<file path="src/common/cfr_pkg.sv">
/*
 Package for the area sensor timing controller: frame geometry,
 sequencer timing constants, mode encodings and pin carrier struct.
 Assumes a single 20 MHz clock shared by every user.
*/
package cfr_pkg;
    // ==========================================================
    // Geometry
    localparam int unsigned COLUMNS = 1024;
    localparam int unsigned ROWS = 1024;
    localparam int unsigned STAGES = 1032;
    localparam int unsigned DARK_COLUMNS = 16;
    localparam int unsigned DARK_ROWS = 6;
    // ==========================================================
    // Timing
    localparam int unsigned CLK_MHZ = 20;
    localparam int unsigned XFER_NS = 1000;
    localparam int unsigned XFER_CYC = (XFER_NS * CLK_MHZ + 999) / 1000;
    localparam int unsigned PHASE_NS = 100;
    localparam int unsigned PHASE_CYC = (PHASE_NS * CLK_MHZ + 999) / 1000;
    localparam int unsigned SHUT_NS = 500;
    localparam int unsigned SHUT_CYC = (SHUT_NS * CLK_MHZ + 999) / 1000;
    localparam int unsigned PIX_DIV = 2;
    localparam int unsigned RETRACE_CYC = SHUT_CYC + 2 * PHASE_CYC;
    // ==========================================================
    // Types
    typedef enum logic [1:0] {
        CFR_MODE_SINGLE,
        CFR_MODE_DUAL,
        CFR_MODE_SUM2,
        CFR_MODE_DUMP
    } cfr_mode_t;

    typedef struct packed {
        logic vertical_phase_one_xfer;
        logic vertical_phase_one;
        logic vertical_phase_two;
        logic horizontal_phase_one_upper;
        logic horizontal_phase_one_lower;
        logic horizontal_phase_two;
        logic sense_node_reset;
        logic line_discard_gate;
        logic shutter_pulse_level;
    } cfr_pins_t;

    localparam cfr_pins_t PINS_RESET = '{
        vertical_phase_one_xfer: 1'b0,
        vertical_phase_one: 1'b1,
        vertical_phase_two: 1'b0,
        horizontal_phase_one_upper: 1'b1,
        horizontal_phase_one_lower: 1'b1,
        horizontal_phase_two: 1'b0,
        sense_node_reset: 1'b0,
        line_discard_gate: 1'b0,
        shutter_pulse_level: 1'b0
    };
endpackage : cfr_pkg

</file>
<file path="src/hw/cfr_frame_ctrl.sv">
/*
 Timing generator that drives an interline area sensor: frame transfer,
 line transfers, horizontal readout, line summing, line dump, shutter.
 Assumes pins go to level shifting drivers and that the analog front end
 samples video on O_SAMPLE before the sense node clear pulse.
*/
`timescale 1ns/10ps
`default_nettype none
module cfr_frame_ctrl #(
    parameter int unsigned ROWS = cfr_pkg::ROWS,
    parameter int unsigned STAGES = cfr_pkg::STAGES
) (
    // Clock and reset
    input wire logic I_MCLK,
    input wire logic I_RST_N,
    // Command
    input wire logic I_START,
    input wire cfr_pkg::cfr_mode_t I_MODE,
    input wire logic I_SHUTTER_EN,
    input wire logic [10:0] I_SHUTTER_LINE,
    // Sensor pins
    output cfr_pkg::cfr_pins_t O_PINS,
    // Front end
    output logic O_SAMPLE,
    output logic O_LINE_VALID,
    output logic O_BUSY,
    output logic O_FRAME_DONE
);
    typedef enum logic [3:0] {
        ST_IDLE,
        ST_FRAME_XFER,
        ST_V2_HIGH,
        ST_V2_LOW,
        ST_MOVE_LOWER,
        ST_UPPER_BACK,
        ST_READ_H1,
        ST_READ_H2,
        ST_READ_RST,
        ST_RETRACE
    } cfr_state_t;

    typedef struct packed {
        cfr_state_t st;
        cfr_pkg::cfr_mode_t mode;
        logic shut_en;
        logic [10:0] shut_line;
        logic [10:0] line;
        logic [10:0] stage;
        logic [7:0] tmr;
        logic second;
        cfr_pkg::cfr_pins_t pins;
        logic sample;
        logic line_valid;
        logic busy;
        logic done;
    } cfr_ctrl_t;

    cfr_ctrl_t s_q;
    cfr_ctrl_t s_d;
    logic pix_tick;
    logic pix_run;

    // ==========================================================
    // Pixel rate
    assign pix_run = (s_q.st == ST_READ_H1) || (s_q.st == ST_READ_H2)
        || (s_q.st == ST_READ_RST);

    cfr_pixel_div u_div (
        .i_clk(I_MCLK),
        .i_rst_n(I_RST_N),
        .i_run(pix_run),
        .o_tick(pix_tick)
    );

    function automatic logic last_line(input logic [10:0] l);
        last_line = (l >= 11'(ROWS - 1));
    endfunction : last_line

    function automatic logic [7:0] cyc8(input int unsigned c);
        cyc8 = 8'(c);
    endfunction : cyc8

    // ==========================================================
    // Sequencer
    always_comb
    begin
        s_d = s_q;
        s_d.sample = 1'b0;
        s_d.done = 1'b0;
        if (s_q.tmr != 8'h00)
        begin
            s_d.tmr = s_q.tmr - 8'h01;
        end
        case (s_q.st)
            ST_IDLE:
            begin
                s_d.pins = cfr_pkg::PINS_RESET;
                s_d.busy = 1'b0;
                if (I_START)
                begin
                    s_d.mode = I_MODE;
                    s_d.shut_en = I_SHUTTER_EN;
                    s_d.shut_line = I_SHUTTER_LINE;
                    s_d.line = 11'h000;
                    s_d.second = 1'b0;
                    s_d.busy = 1'b1;
                    s_d.pins.vertical_phase_one_xfer = 1'b1;
                    s_d.tmr = cyc8(cfr_pkg::XFER_CYC);
                    s_d.st = ST_FRAME_XFER;
                end
            end
            ST_FRAME_XFER:
            begin
                if (s_q.tmr == 8'h00)
                begin
                    // Transfer fall closes the exposure
                    s_d.pins.vertical_phase_one_xfer = 1'b0;
                    s_d.tmr = cyc8(cfr_pkg::PHASE_CYC);
                    s_d.st = ST_V2_HIGH;
                end
            end
            ST_V2_HIGH:
            begin
                if (s_q.tmr == 8'h00)
                begin
                    // Upper held high while phase two pulses
                    s_d.pins.horizontal_phase_one_upper = 1'b1;
                    s_d.pins.horizontal_phase_two = 1'b0;
                    s_d.pins.vertical_phase_one = 1'b0;
                    s_d.pins.vertical_phase_two = 1'b1;
                    s_d.pins.line_discard_gate = (s_q.mode == cfr_pkg::CFR_MODE_DUMP);
                    s_d.tmr = cyc8(cfr_pkg::XFER_CYC);
                    s_d.st = ST_V2_LOW;
                end
            end
            ST_V2_LOW:
            begin
                if (s_q.tmr == 8'h00)
                begin
                    s_d.pins.vertical_phase_two = 1'b0;
                    s_d.pins.vertical_phase_one = 1'b1;
                    s_d.pins.line_discard_gate = 1'b0;
                    s_d.tmr = cyc8(cfr_pkg::PHASE_CYC);
                    s_d.line = s_q.line + 11'h001;
                    if (s_q.mode == cfr_pkg::CFR_MODE_DUMP)
                    begin
                        s_d.tmr = cyc8(cfr_pkg::RETRACE_CYC);
                        s_d.st = ST_RETRACE;
                    end
                    else if (s_q.mode == cfr_pkg::CFR_MODE_SUM2 && !s_q.second
                        && !last_line(s_q.line))
                    begin
                        s_d.second = 1'b1;
                        s_d.st = ST_V2_HIGH;
                    end
                    else if (s_q.mode == cfr_pkg::CFR_MODE_DUAL && !s_q.second
                        && !last_line(s_q.line))
                    begin
                        s_d.st = ST_MOVE_LOWER;
                    end
                    else
                    begin
                        s_d.second = 1'b0;
                        s_d.stage = 11'h000;
                        s_d.line_valid = 1'b1;
                        s_d.st = ST_READ_H1;
                    end
                end
            end
            ST_MOVE_LOWER:
            begin
                if (s_q.tmr == 8'h00)
                begin
                    s_d.pins.horizontal_phase_two = 1'b0;
                    s_d.pins.horizontal_phase_one_upper = 1'b0;
                    s_d.pins.horizontal_phase_one_lower = 1'b1;
                    s_d.tmr = cyc8(cfr_pkg::XFER_CYC);
                    s_d.st = ST_UPPER_BACK;
                end
            end
            ST_UPPER_BACK:
            begin
                if (s_q.tmr == 8'h00)
                begin
                    s_d.pins.horizontal_phase_one_upper = 1'b1;
                    s_d.second = 1'b1;
                    s_d.tmr = cyc8(cfr_pkg::PHASE_CYC);
                    s_d.st = ST_V2_HIGH;
                end
            end
            ST_READ_H1:
            begin
                if (pix_tick)
                begin
                    s_d.pins.horizontal_phase_one_upper = 1'b0;
                    s_d.pins.horizontal_phase_one_lower = 1'b0;
                    s_d.pins.horizontal_phase_two = 1'b1;
                    s_d.st = ST_READ_H2;
                end
            end
            ST_READ_H2:
            begin
                if (pix_tick)
                begin
                    // Falling edge moves packet to sense node
                    s_d.pins.horizontal_phase_two = 1'b0;
                    s_d.pins.horizontal_phase_one_upper = 1'b1;
                    // Lower clocked only in dual mode, else held low
                    s_d.pins.horizontal_phase_one_lower =
                        (s_q.mode == cfr_pkg::CFR_MODE_DUAL);
                    s_d.sample = 1'b1;
                    s_d.st = ST_READ_RST;
                end
            end
            ST_READ_RST:
            begin
                if (pix_tick && !s_q.pins.sense_node_reset)
                begin
                    s_d.pins.sense_node_reset = 1'b1;
                end
                else if (pix_tick)
                begin
                    s_d.pins.sense_node_reset = 1'b0;
                    // Every stage, dark ones included, is clocked out
                    if (s_q.stage == 11'(STAGES - 1))
                    begin
                        s_d.line_valid = 1'b0;
                        s_d.second = 1'b0;
                        s_d.tmr = cyc8(cfr_pkg::RETRACE_CYC);
                        s_d.st = ST_RETRACE;
                    end
                    else
                    begin
                        s_d.stage = s_q.stage + 11'h001;
                        s_d.st = ST_READ_H1;
                    end
                end
            end
            ST_RETRACE:
            begin
                // Shutter issued only here, in the chosen retrace
                // Fixed retrace length keeps frame timing unchanged
                s_d.pins.shutter_pulse_level = s_q.shut_en && (s_q.line == s_q.shut_line)
                    && (s_q.tmr <= cyc8(cfr_pkg::SHUT_CYC + cfr_pkg::PHASE_CYC))
                    && (s_q.tmr > cyc8(cfr_pkg::PHASE_CYC));
                if (s_q.tmr == 8'h00)
                begin
                    if (s_q.line >= 11'(ROWS))
                    begin
                        s_d.done = 1'b1;
                        s_d.st = ST_IDLE;
                    end
                    else
                    begin
                        s_d.st = ST_V2_HIGH;
                    end
                end
            end
            default:
            begin
                s_d.st = ST_IDLE;
            end
        endcase
    end

    always_ff @(posedge I_MCLK or negedge I_RST_N)
    begin
        if (!I_RST_N)
        begin
            s_q <= '{st: ST_IDLE, mode: cfr_pkg::CFR_MODE_SINGLE,
                pins: cfr_pkg::PINS_RESET, default: '0};
        end
        else
        begin
            s_q <= s_d;
        end
    end

    // ==========================================================
    // Outputs
    assign O_PINS = s_q.pins;
    assign O_SAMPLE = s_q.sample;
    assign O_LINE_VALID = s_q.line_valid;
    assign O_BUSY = s_q.busy;
    assign O_FRAME_DONE = s_q.done;
endmodule : cfr_frame_ctrl
`default_nettype wire

</file>
<file path="src/hw/cfr_pixel_div.sv">
/*
 Pixel rate divider: one-cycle enable pulse every DIV clocks while run.
 Assumes synchronous inputs on the single system clock.
*/
`timescale 1ns/10ps
`default_nettype none
module cfr_pixel_div #(
    parameter int unsigned DIV = cfr_pkg::PIX_DIV
) (
    // Clock and reset
    input wire logic i_clk,
    input wire logic i_rst_n,
    // Control
    input wire logic i_run,
    output logic o_tick
);
    typedef struct packed {
        logic [7:0] cnt;
        logic tick;
    } cfr_div_t;

    cfr_div_t s_q;
    cfr_div_t s_d;

    // ==========================================================
    // Next state
    always_comb
    begin
        s_d = s_q;
        s_d.tick = 1'b0;
        if (!i_run)
        begin
            s_d.cnt = 8'h00;
        end
        else if (s_q.cnt == 8'(DIV - 1))
        begin
            s_d.cnt = 8'h00;
            s_d.tick = 1'b1;
        end
        else
        begin
            s_d.cnt = s_q.cnt + 8'h01;
        end
    end

    always_ff @(posedge i_clk or negedge i_rst_n)
    begin
        if (!i_rst_n)
        begin
            s_q <= '0;
        end
        else
        begin
            s_q <= s_d;
        end
    end

    assign o_tick = s_q.tick;
endmodule : cfr_pixel_div
`default_nettype wire

</file>
<file path="config.mk">
export PLATFORM = sky130hd
export DESIGN_NAME = cfr_frame_ctrl
export DESIGN_NICKNAME = d
export VERILOG_FILES = /design/src/common/cfr_pkg.sv /design/src/hw/cfr_frame_ctrl.sv /design/src/hw/cfr_pixel_div.sv
export SDC_FILE = /design/constraint.sdc
export NUM_CORES = 1
export LEC_CHECK = 0
export CAP_MARGIN = 20
export CORE_MARGIN = 2
export CORE_UTILIZATION = 40
export CTS_CLUSTER_DIAMETER = 120
export CTS_CLUSTER_SIZE = 8
export DETAILED_ROUTE_END_ITERATION = 16
export DONT_BUFFER_PORTS = 1
export PLACE_DENSITY = 0.62
export SLEW_MARGIN = 20
export SYNTH_ARGS = -nofsm -noshare
export SYNTH_HDL_FRONTEND = slang
export SYNTH_SLANG_ARGS = --single-unit
</file>
<file path="constraint.sdc">
create_clock -name I_MCLK -period 2 [get_ports I_MCLK]
set_input_delay 0.4 -clock I_MCLK [delete_from_list [all_inputs] [get_ports I_MCLK]]
set_output_delay 0.4 -clock I_MCLK [all_outputs]
set_load 0.01 [all_outputs]
</file>
==> metrics.md <==
| Metric | Value |
|---|---|
| Initial Util | `0.410` |
| # DRC | `0` |
| Ys async rst share | `1.00` |
| Synthesized area | `3970 um^2` |
| ANT cells | `0` |
| H-tree depth | `3` |
| Cells after DPL | `613` |
| Non-Filler Instances | `637` |
| Crit Path Category | `flop to flop` |
| Share of post-route cells with drive strength above 1 | `0.204` |
| Ys flop type | `dfrtp_1` |
| Synth cell types | `64` |
| Design area | `4770 um^2` |
| Grt ovf | `0` |
| # IOs | `30` |
| Most common cell after layout, fill and taps aside | `nand2_1` |
| Critical path arrival | `2.21 ns` |
| Min Tclk post-route | `1.98 ns` |
| Routed wire length per instance | `15.4 um` |
| Avg Cell Area, Syn | `8.75 um^2` |
| Initial antenna violation count | `0` |
| Worst Max-Slew Pin Slew | `0.461 ns` |
| Site Rows | `36` |
| Placed Area | `4390 um^2` |
| Syn Nets | `477` |
| DRT Pass-1 Iters | `5` |
| PnR worst setup slack | `0.0241 ns` |
| Pwr Density | `1370 nW/um^2` |
| Worst hold slack | `-0.253 ns` |
| Overall die height | `104 um` |
| Fin. max-slew vios | `0` |
| Final ANT Viol Nets | `0` |
| Gr usage total | `0.187` |
| # fillers | `919` |
| Routability congestion estimate | `0.874` |
| Synth-to-layout area growth | `20.0%` |
| Clock transition at path regs | `0.08 ns` |
| Leakage Power | `2.14 nW` |
| Vias in the first global route | `3,295` |
| Max-cap violations | `0` |
| First-pass GRT wire length | `16,400 um` |
| Post-synthesis sequential area ratio | `0.448` |
| DIE AREA | `10,700 um^2` |
| CP endpoint kind | `flop` |
| Top achievable clock speed | `506 MHz` |
| HP Class | `input pin to async pin` |
| Die X | `104 um` |
| Via count | `3,477` |
| WL final | `9800 um` |
| Clk buf depth | `2` |
| CTS buffer count | `9` |
| YS warnings | `0` |
| Placeable Area | `9680 um^2` |
| CTS sink cnt | `71` |
| Yosys top cell by area | `dfrtp_1` |
| # port buffers | `0` |
| Slew Limit Headroom | `0.689` |
| Post-synth EDFFs | `0` |
| Number of hold violations in the final report | `71` |
| DR iter-0 viols | `199` |
| TritonCTS clock tree | `built` |
| Failing checks | `hold timing` |
| Data required time of the worst path | `2.23 ns` |
| Startpoint type of the worst setup path | `flop` |
| Root Buffer | `clkbuf_8` |
| Detailed Place HPWL | `6830 um` |
| CP max FO | `8` |
| Top post-synthesis cells by area | `dfrtp_1 43%, nand2_1 7.9%, o21ai_0 4.8%, nor2_1 3.9%, xor2_1 3.5%` |
| Post-Syn Instances | `454` |
| Pwr Total | `6.55 mW` |
| Worst ir drop on vdd | `0.555 mV` |
| Final #Nets | `522` |
| Outcome | `complete, but fails checks` |
| Crit share post-route | `0.988` |
| Largest net degree at the start of global routing | `72` |
| Clock skew | `0.0114 ns` |
| Pre-CTS WS | `-0.194 ns` |
| Area share of the largest cell type after synthesis | `0.428` |
| Highest-count cells in the layout ignoring fill and taps | `84 x nand2_1, 68 x dfrtp_1, 62 x buf_4` |
| Seq cells post-synth | `71` |
| Vias per cell | `5.46` |
| Final setup violating endpoints | `0` |
| Latest clock arrival within the worst-skew pair | `0.35 ns` |
==> what timing repair did <==
item                                    4_1_cts  5_1_grt
hold endpoints to repair                     71       71
gates resized for setup                       5       17
buffers inserted                              1        7
pin swaps                                     2        5
endpoints found under the setup margin       20       27
==> report_power, final <==
group	switching [mW]	internal (mW)	total, mW
sequential	0.333	1.83	2.16
clock	0.567	0.832	1.40
combinational	1.62	1.37	2.99
==> final cells by class <==
type | instances | area, um^2 | area share
Inverter | 11 | 43.8 | 0.00919
Tap cell | 133 | 166 | 0.0349
Clock inverter | 5 | 106 | 0.0223
Multi-Input combinational cell | 341 | 2040 | 0.428
Clock buffer | 11 | 131 | 0.0276
Sequential cell | 71 | 1780 | 0.373
Timing Repair Buffer | 65 | 499 | 0.105
==> state kept, by name (all words and copies together), names as in the netlist <==
| name | count |
|---|---|
| O_BUSY | 1 |
| O_FRAME_DONE | 1 |
| O_LINE_VALID | 1 |
| O_PINS | 9 |
| O_SAMPLE | 1 |
| s_q | 49 |
| u_div.o_tick | 1 |
| u_div.s_q | 8 |
==> kinds of logic after synthesis <==
family,synth area share
muxes,0.00504
and+or+nand+nor,0.249
AOI/OAI and AO/OA,0.164
DFF,0.448
buffers and inverters,0.0545
adders and majority gates,0.0217
xor gates and xnor gates,0.0573
==> metrics by stage <==
step,setup TNS [ns],utilization
floorplan,-0.0169,-
global placement,-0.116,0.454
detailed placement,-0.912,0.454
CTS,0,0.480
global route,-0.121,0.492
finish,0,0.492
==> synthesized netlist by cell type (7+ instances only) <==
master	number
clkbuf_1	10
o31ai_1	11
inv_1	10
nand3_1	18
nand2_1	84
buf_4	9
dfrtp_1	68
a21oi_1	15
xor2_1	16
o21ai_0	38
nor3_1	11
and3_1	11
xnor2_1	10
nor2_1	41
buf_2	7
==> critical path, stage by stage (launching register included) <==
cell and delay [ns]:
dfrtp_1 0.40, inv_2 0.08, ha_4 0.13, or3b_4 0.41
buf_4 0.16, nor2_4 0.14, inv_4 0.08, a2111oi_4 0.36
o21ai_1 0.09
==> final timing paths <==
| check | from | to | slack, ns | cells after the start |
|---|---|---|---|---|
| setup / recovery | s_q[14] | O_PINS[8] | 0.02 | 8 |
| hold / removal | I_RST_N | s_q[13] | -0.25 | 0 |
| setup reg to reg | s_q[14] | O_PINS[8] | 0.02 | 8 |
| hold reg to reg | s_q[32] | s_q[32] | 0.48 | 1 |
| max in group asynchronous | I_RST_N | O_PINS[7] | 2.05 | 0 |
| min in group I_MCLK | I_SHUTTER_LINE[0] | s_q[44] | 0.15 | 2 |
==> metal layers <==
layer  up-vias  share of wire  global-route usage
met3        14          0.044              0.0378
met4         0          0.015              0.0589
met5         -              0                   0
met2        85           0.47               0.301
met1      1686           0.47               0.255
li1       1692              -                   -
No activity file was read; power rests on OpenSTA's default activity.
